[src/pgm_regs_pkg.sv]
// Shared address map, field layout, reset values and carrier types for the flag register bank
package pgm_regs_pkg;

    // Lower memory
    localparam logic [7:0]  THIRD_MONITOR_INPUT_WARN_ADDR  = 8'h75;
    localparam logic [7:0]  RSVD_LO_FIRST   = 8'h76;
    localparam logic [7:0]  RSVD_LO_LAST    = 8'h7a;
    localparam logic [7:0]  PASS_FIRST      = 8'h7b;
    localparam logic [7:0]  PASS_LAST       = 8'h7e;
    localparam logic [7:0]  PAGE_SEL_ADDR   = 8'h7f;

    // Upper memory, page one
    localparam logic [7:0]  PAGE_LATCHED    = 8'h01;
    localparam logic [7:0]  NV_FIRST        = 8'h80;
    localparam logic [7:0]  NV_LAST         = 8'hf7;
    localparam logic [7:0]  LAT_A3_ADDR     = 8'hf8;
    localparam logic [7:0]  LAT_A2_ADDR     = 8'hf9;
    localparam logic [7:0]  LAT_A1_ADDR     = 8'hfa;
    localparam logic [7:0]  LAT_A0_ADDR     = 8'hfb;
    localparam logic [7:0]  LAT_W3_ADDR     = 8'hfc;
    localparam logic [7:0]  LAT_W2_ADDR     = 8'hfd;
    localparam int          NV_DEPTH        = 120;

    // Reset values
    localparam logic [7:0]  THIRD_MONITOR_INPUT_WARN_RST   = 8'h10;
    localparam logic [31:0] PASS_RST        = 32'hffffffff;
    localparam logic [7:0]  PAGE_RST        = 8'h00;
    localparam logic [7:0]  LATCH_RST       = 8'h00;
    localparam logic [7:0]  READ_ZERO       = 8'h00;

    // Field positions and defined-bit masks
    localparam int          THIRD_INPUT_HIGH_FLAG_BIT     = 7;
    localparam int          THIRD_INPUT_LOW_FLAG_BIT     = 6;
    localparam int          SUPPLY_LO_BIT   = 4;
    localparam logic [7:0]  MASK_GROUP3     = 8'hff;
    localparam logic [7:0]  MASK_A2         = 8'hc0;
    localparam logic [7:0]  MASK_A1         = 8'he0;
    localparam logic [7:0]  MASK_A0         = 8'h08;
    localparam logic [7:0]  MASK_W2         = 8'hc0;

    typedef struct packed {
        logic [7:0] latched_alarm_group3;
        logic [7:0] latched_alarm_group2;
        logic [7:0] latched_alarm_group1;
        logic [7:0] alarm0;
        logic [7:0] latched_warning_group3;
    } live_flags_t;

    typedef struct packed {
        logic done;
        logic above_high;
        logic below_low;
    } mon_meas_t;

    typedef struct packed {
        logic below_trip;
        logic done;
        logic above_low;
    } supply_meas_t;

    typedef struct packed {
        logic       rd;
        logic       wr;
        logic [7:0] addr;
        logic [7:0] wdata;
    } reg_req_t;

    typedef struct packed {
        logic [7:0] a3;
        logic [7:0] a2;
        logic [7:0] a1;
        logic [7:0] a0;
        logic [7:0] w3;
        logic [7:0] w2;
    } latched_t;

    typedef struct packed {
        logic [7:0]  third_monitor_input_warn;
        logic [31:0] entry;
        logic [7:0]  page;
        latched_t    lat;
        logic        lvl1;
        logic        lvl2;
        logic        supply_low;
        logic        armed;
        logic [7:0]  rdata;
        logic        rd_valid;
    } state_t;

endpackage

[src/password_gated_monitor_flag_regs.sv]
// Register bank: live monitor-3 warnings, password entry, page select, page-one latched flags
`timescale 1ns/1ps
// How it works
// - Live bit7 follows monitor-3 above-high result
// - Live bit6 follows monitor-3 below-low result
// - Reserved lower block always reads zero
// - Password entry writable by all, reads zero
// - Password entry resets to all ones
// - Two four-byte passwords, two levels
// - Lower level gets user plus lower rights
// - Upper level includes all lower level rights
// - Reference passwords come from upper-level storage
// - Page select: reset zero, any level
// - Page one bytes need lower level
// - Latched copy of third alarm group
// - Latched alarm supply-low not set at power-on
// - Latched bits sticky; lower-level write clears
// - Latched copy of monitor-3 alarms
// - Latched copy of first alarm group
// - Latched copy of bias-maximum flag bit3
// - Latched copy of third warning group
// - Latched warning supply-low not set at power-on
// - Supply-low set below trip, clears on a good measurement
// - Latched copy of monitor-3 warnings
module password_gated_monitor_flag_regs
    import pgm_regs_pkg::*;
#(
    parameter int NV_BYTES = NV_DEPTH
) (
    input  wire logic         ref_clk,
    input  wire logic         rst_n,
    input  wire logic         clk_en,
    input  wire reg_req_t     req,
    input  wire live_flags_t  live,
    input  wire mon_meas_t    third_monitor_input,
    input  wire supply_meas_t supply,
    input  wire logic [31:0]  lower_ref_pass,
    input  wire logic [31:0]  upper_ref_pass,
    output logic [7:0]        reg_rdata,
    output logic              reg_rd_valid,
    output logic [7:0]        page_select,
    output logic [7:0]        monitor3_warning_live,
    output logic              supply_low_flag,
    output logic              lower_access_level,
    output logic              upper_access_level
);

    localparam int NV_AW = 7;

    // Byte index is seven bits wide; the depth must equal the documented page-one byte window
    if (NV_BYTES != int'(NV_LAST) - int'(NV_FIRST) + 1) begin : g_bad_nv_bytes
        $error("NV_BYTES must match the page-one byte window");
    end

    state_t     s_r;
    state_t     s_nxt;
    logic [7:0] nv_mem [NV_BYTES];

    logic             on_page1;
    logic             in_nv;
    logic             nv_wr;
    logic [NV_AW-1:0] nv_idx;
    logic             lat_wr_ok;
    latched_t         lat_set;
    latched_t         lat_clr;

    // Decode shared by the state update and the byte store
    always_comb begin
        on_page1  = (s_r.page == PAGE_LATCHED);
        in_nv     = on_page1 && (req.addr >= NV_FIRST) && (req.addr <= NV_LAST);
        nv_idx    = NV_AW'(req.addr - NV_FIRST);
        nv_wr     = req.wr && in_nv && s_r.lvl1;
        lat_wr_ok = req.wr && on_page1 && s_r.lvl1;
    end

    // Events that set the latched copies; supply-low is held off until armed
    always_comb begin
        lat_set.a3 = live.latched_alarm_group3 & MASK_GROUP3;
        lat_set.a3[SUPPLY_LO_BIT] = live.latched_alarm_group3[SUPPLY_LO_BIT] & s_r.armed;
        lat_set.a2 = live.latched_alarm_group2 & MASK_A2;
        lat_set.a1 = live.latched_alarm_group1 & MASK_A1;
        lat_set.a0 = live.alarm0 & MASK_A0;
        lat_set.w3 = live.latched_warning_group3 & MASK_GROUP3;
        lat_set.w3[SUPPLY_LO_BIT] = s_r.supply_low & s_r.armed;
        lat_set.w2 = s_r.third_monitor_input_warn & MASK_W2;
    end

    // Any write to a latched register by a privileged host clears it whole
    always_comb begin
        lat_clr.a3 = {8{lat_wr_ok && req.addr == LAT_A3_ADDR}};
        lat_clr.a2 = {8{lat_wr_ok && req.addr == LAT_A2_ADDR}};
        lat_clr.a1 = {8{lat_wr_ok && req.addr == LAT_A1_ADDR}};
        lat_clr.a0 = {8{lat_wr_ok && req.addr == LAT_A0_ADDR}};
        lat_clr.w3 = {8{lat_wr_ok && req.addr == LAT_W3_ADDR}};
        lat_clr.w2 = {8{lat_wr_ok && req.addr == LAT_W2_ADDR}};
    end

    always_comb begin
        s_nxt          = s_r;
        s_nxt.rd_valid = 1'b0;

        // Live monitor-3 warnings only move when a conversion completes
        if (third_monitor_input.done) begin
            s_nxt.third_monitor_input_warn[THIRD_INPUT_HIGH_FLAG_BIT] = third_monitor_input.above_high;
            s_nxt.third_monitor_input_warn[THIRD_INPUT_LOW_FLAG_BIT] = third_monitor_input.below_low;
        end

        // Trip point dominates; a good measurement is the only release
        if (supply.below_trip) begin
            s_nxt.supply_low = 1'b1;
        end else if (supply.done && supply.above_low) begin
            s_nxt.supply_low = 1'b0;
        end
        if (!s_r.supply_low) begin
            s_nxt.armed = 1'b1;
        end

        // Most significant byte sits at the lowest address
        if (req.wr) begin
            case (req.addr)
                PASS_FIRST: begin
                    s_nxt.entry[31:24] = req.wdata;
                end
                PASS_FIRST + 8'h01: begin
                    s_nxt.entry[23:16] = req.wdata;
                end
                PASS_FIRST + 8'h02: begin
                    s_nxt.entry[15:8] = req.wdata;
                end
                PASS_LAST: begin
                    s_nxt.entry[7:0] = req.wdata;
                end
                PAGE_SEL_ADDR: begin
                    s_nxt.page = req.wdata;
                end
                default: begin
                end
            endcase
        end

        // Grants track the registered entry, so they settle one cycle after a write
        s_nxt.lvl2 = (s_r.entry == upper_ref_pass);
        s_nxt.lvl1 = s_nxt.lvl2 || (s_r.entry == lower_ref_pass);

        // Set wins over a clear in the same cycle
        s_nxt.lat = (s_r.lat & ~lat_clr) | lat_set;

        if (req.rd) begin
            s_nxt.rd_valid = 1'b1;
            s_nxt.rdata    = READ_ZERO;
            if (req.addr == THIRD_MONITOR_INPUT_WARN_ADDR) begin
                s_nxt.rdata = s_r.third_monitor_input_warn;
            end else if (req.addr == PAGE_SEL_ADDR) begin
                s_nxt.rdata = s_r.page;
            end else if (in_nv) begin
                s_nxt.rdata = s_r.lvl1 ? nv_mem[nv_idx] : READ_ZERO;
            end else if (on_page1) begin
                case (req.addr)
                    LAT_A3_ADDR: begin
                        s_nxt.rdata = s_r.lat.a3;
                    end
                    LAT_A2_ADDR: begin
                        s_nxt.rdata = s_r.lat.a2;
                    end
                    LAT_A1_ADDR: begin
                        s_nxt.rdata = s_r.lat.a1;
                    end
                    LAT_A0_ADDR: begin
                        s_nxt.rdata = s_r.lat.a0;
                    end
                    LAT_W3_ADDR: begin
                        s_nxt.rdata = s_r.lat.w3;
                    end
                    LAT_W2_ADDR: begin
                        s_nxt.rdata = s_r.lat.w2;
                    end
                    default: begin
                        s_nxt.rdata = READ_ZERO;
                    end
                endcase
            end
        end
    end

    always_ff @(posedge ref_clk or negedge rst_n) begin
        if (!rst_n) begin
            s_r            <= '0;
            s_r.third_monitor_input_warn  <= THIRD_MONITOR_INPUT_WARN_RST;
            s_r.entry      <= PASS_RST;
            s_r.page       <= PAGE_RST;
            s_r.lat        <= {6{LATCH_RST}};
            s_r.supply_low <= 1'b1;
            s_r.rdata      <= READ_ZERO;
        end else if (clk_en) begin
            s_r <= s_nxt;
        end
    end

    // Nonvolatile contents keep no reset; power loss is modelled outside
    always_ff @(posedge ref_clk) begin
        if (clk_en && nv_wr) begin
            nv_mem[nv_idx] <= req.wdata;
        end
    end

    assign reg_rdata             = s_r.rdata;
    assign reg_rd_valid          = s_r.rd_valid;
    assign page_select           = s_r.page;
    assign monitor3_warning_live = s_r.third_monitor_input_warn;
    assign supply_low_flag       = s_r.supply_low;
    assign lower_access_level    = s_r.lvl1;
    assign upper_access_level    = s_r.lvl2;
endmodule // password_gated_monitor_flag_regs

[config.mk]
export PLATFORM = sky130hd
export DESIGN_NAME = password_gated_monitor_flag_regs
export DESIGN_NICKNAME = d
export VERILOG_FILES = /design/src/pgm_regs_pkg.sv /design/src/password_gated_monitor_flag_regs.sv
export SDC_FILE = /design/constraint.sdc
export NUM_CORES = 1
export LEC_CHECK = 0
export BUFFER_PORTS_ARGS = -buffer_cell sky130_fd_sc_hd__buf_2
export CORE_MARGIN = 3
export CORE_UTILIZATION = 45
export CTS_CLUSTER_SIZE = 10
export DETAILED_ROUTE_END_ITERATION = 6
export HOLD_SLACK_MARGIN = 0.05
export SLEW_MARGIN = 5
export SYNTH_ARGS = -nofsm -noshare
export SYNTH_HDL_FRONTEND = slang
export SYNTH_SLANG_ARGS = --single-unit
[constraint.sdc]
create_clock -name ref_clk -period 2.5 [get_ports ref_clk]
set_input_delay 0.125 -clock ref_clk [delete_from_list [all_inputs] [get_ports ref_clk]]
set_output_delay 0.125 -clock ref_clk [all_outputs]
set_load 0.01 [all_outputs]
### After elaboration in Yosys (flattened, before gate mapping)

Memories as Yosys holds them, arrays and structs flattened.
Index checks and enable logic that the tools add are counted.

* bits of input ports: 131
* bits in latches: 0
* bits in read-only memories: 0
* bits in registers: 103
* memories: 1
* bits in writable memories: 960
* output and inout port bits: 28
* word-level logic and storage cells: 79

Memory list
* nv_mem: depth 120, width 8, read ports 1, clocked after Yosys merged registers in 0, write ports 1, line password_gated_monitor_flag_regs.sv:57 `logic [7:0] nv_mem [NV_BYTES];`

* mux-type cells: 11
* div/mod/pow operators: 0
* reductions and logical operators: 25
* $lt $le $gt $ge: 2
* bitwise gates (word level): 6
* $mul: 0
* equality and inequality tests: 15
* add/subtract/negate cells: 1
* shifts and indexed selects: 0

Operators with widths (count)
* 32-bit equality test: 2
* 48-bit AND: 1
* 8-bit by 7-bit equality test with 1-bit output, second input constant: 6
* 8-bit equality test, second input constant: 6
* 48-bit NOT: 1
* 48-bit OR: 1
* 8-bit case mux with 6 select lines: 1
* 8-bit two-way mux: 5
* 3-bit AND reduction: 5
* 1-bit logical AND: 14
* 8-bit by 1-bit equality test with 1-bit output, second input constant: 1
* 8-bit greater-or-equal comparator, second input constant: 1
* 8-bit <= comparator, second input constant: 1
* 2-bit AND reduction: 4
* 7-bit by 1-bit subtractor with 7-bit output, second input constant: 1
* 1-bit two-way mux: 5
* 1-bit AND: 2
* 2-bit nonzero test: 1
* 1-bit logical OR: 1
* 1-bit NOT: 1

### Depth between registers and ports, before layout

Gate-level depths: netlist of run 1.

* word-level depth: 8
* gate-level depth with buffers: 13
* mapped depth without buffers: 7

### Least setup slack after synthesis of run 1

No wires, ideal clock.

* path kind: register to register
* start: register s_r (netlist bit page_select[4])
* end: memory nv_mem[89][0], enable pin
* buffers on the path: 1
* slack: 0.006 ns
* setup time: 0.370 ns
* arrival time: 2.123 ns
* cell stages (with the launch flop): 8
* data required time: 2.130 ns
* period minus slack after synthesis: 2.494 ns
* cell sequence: dfrtp_1 nor4_1 and4b_1 nand4_1 nor2_1 nand3_1 clkbuf_1 nor2_1

* longest elaborated chain between the ends: 8

Ends and longest elaborated chain
* from (decl): line password_gated_monitor_flag_regs.sv:55 `state_t s_r;`
* from (signal assigned): line password_gated_monitor_flag_regs.sv:195 `s_r <= s_nxt;`
* 8-bit by 1-bit equality test with 1-bit output: line password_gated_monitor_flag_regs.sv:69 `on_page1 = (s_r.page == PAGE_LATCHED);`
* 1-bit logical AND (2 in a row): line password_gated_monitor_flag_regs.sv:70 `in_nv = on_page1 && (req.addr >= NV_FIRST) && (req.addr <= NV_LAST);`
* 1-bit logical AND (2 in a row): line password_gated_monitor_flag_regs.sv:72 `nv_wr = req.wr && in_nv && s_r.lvl1;`
* 1-bit logical AND: line password_gated_monitor_flag_regs.sv:201 `if (clk_en && nv_wr) begin`
* 1-bit two-way mux: line password_gated_monitor_flag_regs.sv:201
* 1-bit two-way mux (implied by the code): line password_gated_monitor_flag_regs.sv:202 `nv_mem[nv_idx] <= req.wdata;`
* to (decl): line password_gated_monitor_flag_regs.sv:57

No other way between the ends.

### Worst setup path in the final report of run 1

* start: register s_r (netlist bit page_select[4])
* end: memory nv_mem[43][0], enable pin

The elaborated chain is that of the path after synthesis.

==> flow_metrics.py, run 1 <==
metrics = {
    "outcome": {
        "status": "finished, final reports clean",
    },
    "critical_path": {
        "rr_startpoint": "page_select[4]",
        "endpoint": "nv_mem[43][0]",
        "cp-end-kind": "flop",
        "r2r_end": "nv_mem[43][0]",
        "crit_top_cell": "nor2_1",
        "crit_type": "flop to flop",
        "crit_buf_inv": 3,
        "cp_data_required_time_ns": 2.87,
        "cp_cell_sequence": "nor4_2 -> and4b_2 -> nand4_1 -> nor2_1 -> buf_4 -> nand3_1 -> buf_12 -> nor2_1 -> buf_6",
        "start_kind": "flop",
        "crit_start": "page_select[4]",
        "cp.depth": 9,
        "cp_slowest_cell": "dfrtp_1",
        "cpPeakStageDelay_ns": 0.39,
        "reg2regPathDepth": 9,
        "ff2ff_setup_slack_ns": 0.03,
        "path_max_fanout": 15,
        "critPathArrivalTime_ns": 2.84,
        "cp_top_family": "simple AND/OR/NAND/NOR gates",
    },
    "worst_hold_path": {
        "hold_class": "input pin to flop",
    },
    "power_and_ir_drop": {
        "ir_drop_uv": 642,
        "leakage_nw": 17.8,
        "power_density_nw_per_um2": 713,
        "p_total_mw": 37.0,
    },
    "global_routing": {
        "grt_pass1_wl_mm": 170,
        "grt_max_degree": 126,
        "grt_overflow": 0,
        "antenna_found_initial": 4,
        "grt_pass1_vias": 24700,
        "track_usage_pct": 23.8,
    },
    "logic_synthesis": {
        "synth_compound_area_share_pct": 3.86,
        "synth-edff-count": 960,
        "yosys_register_bits": 1063,
        "synth_mux_area_share_pct": 14.7,
        "synth_top_family_by_area": "multiplexers",
        "ys_seq_area_share_pct": 74.1,
        "synthSimpleGateAreaFrac_pct": 4.00,
        "yosysUniqueCellTypes": 73,
        "synth-xor-area-share_pct": 1.32,
        "syn_avg_cell_area_um2": 19.5,
        "synthArstFlopShare_pct": 9.69,
        "synthFlopType": "edfxtp_1",
        "synth_cells": 2173,
        "yosys_warnings": 0,
        "synth-adder-area-share_pct": 0,
        "syn_area_um2": 42400,
    },
    "clock_tree": {
        "cts_buffers": 118,
        "cts_root_buffer": "clkbuf_16",
        "clkTransAtPathRegs_ns": 0.05,
        "clock_path_buffers": 3,
        "cts_tree": "yes",
        "clk_latency_ns": 0.69,
        "clock_sinks": 1063,
        "h-tree-depth": 3,
    },
    "route": {
        "drt-wirelength-per-cell_um": 28.5,
        "finalWirelength_mm": 116,
        "drt-vias-per-instance": 5.83,
        "first_iter_violations": 2848,
        "ant_nets": 0,
        "drcViolationCount": 0,
        "first_pass_iters": 7,
        "vias": 23800,
    },
    "floorplan": {
        "die_h_um": 313,
        "design.die.area_um2": 98000,
        "initial_core_util_pct": 45.4,
        "core_um2": 93500,
        "fp-row-count": 112,
        "ioPinCount": 159,
        "die_x_um": 313,
    },
    "placement": {
        "port_buffers": 133,
        "place.gp.congestion": 0.872,
        "hpwl_mm": 76.6,
        "dpl.cell_count": 3853,
    },
    "timing": {
        "fin_crit_sh_pct": 98.9,
        "hold_viol_final": 0,
        "setup_viol": 0,
        "slew_viol_final": 0,
        "fin_crit_ns": 2.47,
        "finalClockSkew_ns": 0.0286,
        "fin_setup_tns_ns": 0,
        "worst_pin_slew_ns": 0.951,
        "fin_hold_ws_ns": 0.0964,
        "rsz0062_at_grt": "yes",
        "fmax_mhz": 404,
        "slew_headroom_pct": 36.6,
    },
    "layout": {
        "drive_above_1_share_pct": 37.2,
        "filler_cell_count": 7192,
        "syn2layout_area_growth_pct": 22.1,
        "antenna_cells": 0,
        "layoutNonFillerInstCount": 4076,
        "nets": 2904,
    },
    "run": {
        "cap_violations": 0,
    },
}
==> layer usage <==
metal  wire (um)  vias to the layer above  global-route usage (%)
met2       54500                     1111                    37.5
met4        3050                        6                    6.32
met3       10600                      196                    4.91
li1            -                    10000                       -
met5          38                        -                       0
met1       47900                    12400                    34.0
==> metrics by stage <==
step | cell area (um2) | utilization (%) | setup WS [ns]
after global routing | 51800 | 55.5 | -0.0332
after CTS | 51400 | 55.0 | 0.00926
final | 51800 | 55.5 | 0.0272
after detailed placement | 47700 | 51.0 | -0.310
after global placement | 47700 | 51.0 | -0.294
after floorplan | 42500 | - | 0.00645
==> area by class of cell <==
cell class	count	area, um2	area share (%)
inverter	9	33.8	0.0652
sequential	1063	31400	60.7
clock buffer	161	3230	6.23
multi-input combinational	977	10300	20.0
timing repair buffer	604	5160	9.96
clock inverter	8	50.0	0.0966
tap	1254	1570	3.03
==> cells in the mapped netlist, types with 20 or more instances <==
cell      count  area, um2
xnor2_1      45        394
nand2_1      67        251
dfrtp_1      70       1750
dfstp_2      33        867
clkbuf_1     30        113
buf_4        34        255
mux4_2      226       5090
a22o_1       27        236
nor2_1      146        548
a21oi_1      29        145
and2_1       20        125
nand3_1      25        125
buf_2        37        185
edfxtp_1    960      28800
a22oi_1      72        541
nand4_1      20        125
mux2_2       47        529
mux2i_1      62        621
==> state kept, by name (all words and copies together) (netlist names) <==
signal	flops
nv_mem	960
s_r	81
page_select	8
reg_rdata	8
monitor3_warning_live	2
lower_access_level	1
reg_rd_valid	1
supply_low_flag	1
upper_access_level	1
==> what timing repair did <==
action | CTS | global route
hold endpoints to repair | 351 | 0
buffers inserted | 0 | 1
hold buffers | 51 | 0
endpoints found under the setup margin | 1 | 919
cloned | 0 | 2
gates resized for setup | 1 | 95
pin swaps | 0 | 2
==> how the worst min path moves through the flow <==
| stage | startpoint | end | cells after the start |
|---|---|---|---|
| after global routing | req[3] | nv_mem[3][3] | 2 |
| after CTS | upper_ref_pass[15] | upper_access_level | 7 |
| after global placement | rst_n | s_r[87] | 1 |
| final | req[3] | nv_mem[2][3] | 2 |
| after detailed placement | rst_n | s_r[95] | 1 |
| after floorplan | rst_n | lower_access_level | 0 |
==> cells by family after synthesis <==
group                     after synthesis
AOI/OAI and AO/OA                     220
xor gates and xnor gates               64
buffers and inverters                 137
DFF                                  1063
muxes                                 335
other                                   2
and+or+nand+nor                       352
==> placed cells by master (no fill, tap or decap), types with 51 or more instances in the layout <==
| cell | instances |
|---|---|
| a22oi_1 | 72 |
| buf_2 | 121 |
| buf_4 | 339 |
| clkbuf_16 | 123 |
| dfrtp_1 | 70 |
| dlygate4sd3_1 | 51 |
| edfxtp_1 | 960 |
| mux2i_1 | 62 |
| mux4_2 | 226 |
| nand2_1 | 67 |
| nor2_1 | 107 |
==> report_power, final <==
part           switching [mW]  internal, mW
registers              0.0458          19.4
clock network            6.43          8.79
logic                    1.29         0.973
total                    7.76          29.2
Power figures use the tool's default switching activity.
==> inputs of run 2 (changes only) <==
Settings changed: RECOVER_POWER set to 100.
==> run 2 against run 1 <==
Against the previous run:
- the flow now finishes with violations (capacitance limit, slew limit)
- highest routed layer unchanged
- design area down 0.45%
- via count up 0.26%
- critical path depth unchanged
- combinational power down 2%
- worst hold slack better by 0.013 ns
- wire length about the same
- largest cell class unchanged
- clock power about the same
- critical endpoint unchanged
- sequential share of layout area up 0.28 points
- utilization down 0.25 points
- sequential cell count unchanged
- largest power group unchanged
==> flow_metrics.py, run 2 (synthesis results as in run 1) <==
metrics = {
    "critical_path": {
        "critPathArrivalTime_ns": 2.83,
        "crit_buf_inv": 3,
        "crit_start": "page_select[4]",
        "reg2regPathDepth": 9,
        "crit_top_cell": "nor2_1",
        "r2r_end": "nv_mem[43][0]",
        "cp-end-kind": "flop",
        "start_kind": "flop",
        "ff2ff_setup_slack_ns": 0.04,
        "cpPeakStageDelay_ns": 0.38,
        "rr_startpoint": "page_select[4]",
        "cp_slowest_cell": "dfrtp_1",
        "cp_cell_sequence": "nor4_2 -> and4b_2 -> nand4_1 -> nor2_1 -> buf_4 -> nand3_1 -> buf_12 -> nor2_1 -> buf_6",
        "path_max_fanout": 15,
        "crit_type": "flop to flop",
        "cp_top_family": "simple AND/OR/NAND/NOR gates",
        "cp_data_required_time_ns": 2.87,
    },
    "timing": {
        "fin_crit_ns": 2.46,
        "hold_viol_final": 0,
        "fmax_mhz": 407,
        "fin_crit_sh_pct": 98.3,
        "fin_setup_tns_ns": 0,
        "rsz0062_at_grt": "yes",
        "slew_headroom_pct": -92.9,
        "setup_viol": 0,
        "finalClockSkew_ns": 0.0325,
        "worst_pin_slew_ns": 2.89,
        "slew_viol_final": 192,
    },
    "layout": {
        "largest_register_ffs": 960,
        "fin_util_pct": 55.2,
        "top_register": "nv_mem",
        "nets": 2904,
        "layout_common_cells": "960 x edfxtp_1, 320 x buf_4, 226 x mux4_2",
        "syn2layout_area_growth_pct": 21.6,
        "final-seq-area_um2": 31400,
        "drive_above_1_share_pct": 36.3,
        "filler_cell_count": 7226,
        "final_common_cell": "edfxtp_1",
        "antenna_cells": 0,
        "multi_input_area_um2": 10300,
        "top_regs": "nv_mem: 960 flops, s_r: 81 flops",
        "layoutNonFillerInstCount": 4076,
    },
    "global_routing": {
        "grt_pass1_wl_mm": 170,
        "grt_pass1_vias": 24700,
        "grt_util_met3_pct": 4.91,
        "grt_overflow": 0,
        "grt.met1_usage_pct": 34.0,
        "grt_max_degree": 126,
        "track_usage_pct": 23.8,
        "busiest_layer": "met2",
        "grtUsageMet2_pct": 37.5,
        "antenna_found_initial": 5,
    },
    "route": {
        "drcViolationCount": 0,
        "first_pass_iters": 6,
        "vias": 23800,
        "drt-vias-per-instance": 5.85,
        "finalWirelength_mm": 116,
        "ant_nets": 0,
        "drt-wirelength-per-cell_um": 28.5,
        "first_iter_violations": 2743,
    },
    "floorplan": {
        "die_x_um": 313,
        "initial_core_util_pct": 45.4,
        "design.die.area_um2": 98000,
        "fp-row-count": 112,
        "ioPinCount": 159,
        "die_h_um": 313,
        "core_um2": 93500,
    },
    "placement": {
        "dpl.cell_count": 3853,
        "hpwl_mm": 76.6,
        "place.gp.congestion": 0.872,
        "port_buffers": 133,
    },
    "power_and_ir_drop": {
        "ir_drop_uv": 641,
        "power_density_nw_per_um2": 715,
        "leakage_nw": 17.6,
    },
    "clock_tree": {
        "cts_root_buffer": "clkbuf_16",
        "cts_tree": "yes",
        "cts_buffers": 118,
        "clock_sinks": 1063,
        "clock_path_buffers": 3,
        "h-tree-depth": 3,
        "clk_latency_ns": 0.70,
        "clkTransAtPathRegs_ns": 0.05,
    },
    "worst_hold_path": {
        "hold_class": "input pin to flop",
        "hold_path_depth": 7,
        "holdCritStartpoint": "upper_ref_pass[15]",
        "hold_end": "upper_access_level",
    },
    "outcome": {
        "violations": "capacitance limit, slew limit",
        "status": "finished, violations left",
    },
    "run": {
        "cap_violations": 2,
    },
}
==> run 2: changes by cell type in the layout (fill, tap and decap cells not counted), sizes merged <==
cell	previous run	this run
clkbuf	163	205
buf	551	509
==> run 2: worst min-delay path, cell delays in order <==
cell and delay, ns:
buf_2 0.09, xnor2_1 0.06, nand4_1 0.06, nor4_1 0.06, nand4_1 0.07, or4_1 0.17, o21ai_0 0.10
==> run 2: metrics by stage <==
stage          instance area, um2  total power [mW]  setup WS [ns]  hold WS [ns]
2_1_floorplan               42500              20.8        0.00645        -0.171
3_3_place_gp                47700              22.0         -0.294         0.311
3_5_place_dp                47700              22.0         -0.310         0.324
4_1_cts                     51400              37.2        0.00926        0.0641
5_1_grt                     51600              38.0        -0.0332         0.114
6_report                    51600              36.9         0.0423         0.109
==> run 2: cell type report <==
class                      count  share of cell area, %
sequential                  1063                   60.9
clock inverter                 8                 0.0970
inverter                       9                 0.0655
tap                         1254                   3.04
multi-input combinational    977                   20.0
timing repair buffer         604                   9.55
clock buffer                 161                   6.26
==> run 2: how the worst max path moves through the flow <==
stage	endpoint	slack, ns	depth (start not counted)
finish	nv_mem[43][0]	0.04	9
global route	nv_mem[97][2]	-0.03	9
CTS	nv_mem[16][6]	0.009	9
detailed placement	reg_rdata[4]	-0.31	10
global placement	reg_rdata[3]	-0.29	9
floorplan	nv_mem[89][0]	0.006	7
==> run 2: routing by layer <==
metal / part of all wire, % / vias to the layer above
met3: 8.9 / 195
met5: 0.033 / -
met4: 2.7 / 6
li1: - / 10000
met2: 47 / 1078
met1: 42 / 12500
==> run 2: timing repair <==
action,4_1_cts,5_1_grt
hold endpoints to repair,351,0
pin swaps,0,2
gates resized for setup,1,95
hold buffers,51,0
cloned,0,2
buffers inserted,0,1
setup endpoints to repair,1,919
==> run 2: power by group <==
part | internal (mW) | switching (mW) | leakage [nW] | total [mW]
logic | 0.930 | 1.28 | 6.22 | 2.21
clock network | 8.79 | 6.41 | 1.59 | 15.2
registers | 19.4 | 0.0462 | 9.80 | 19.5
total | 29.2 | 7.74 | 17.6 | 36.9
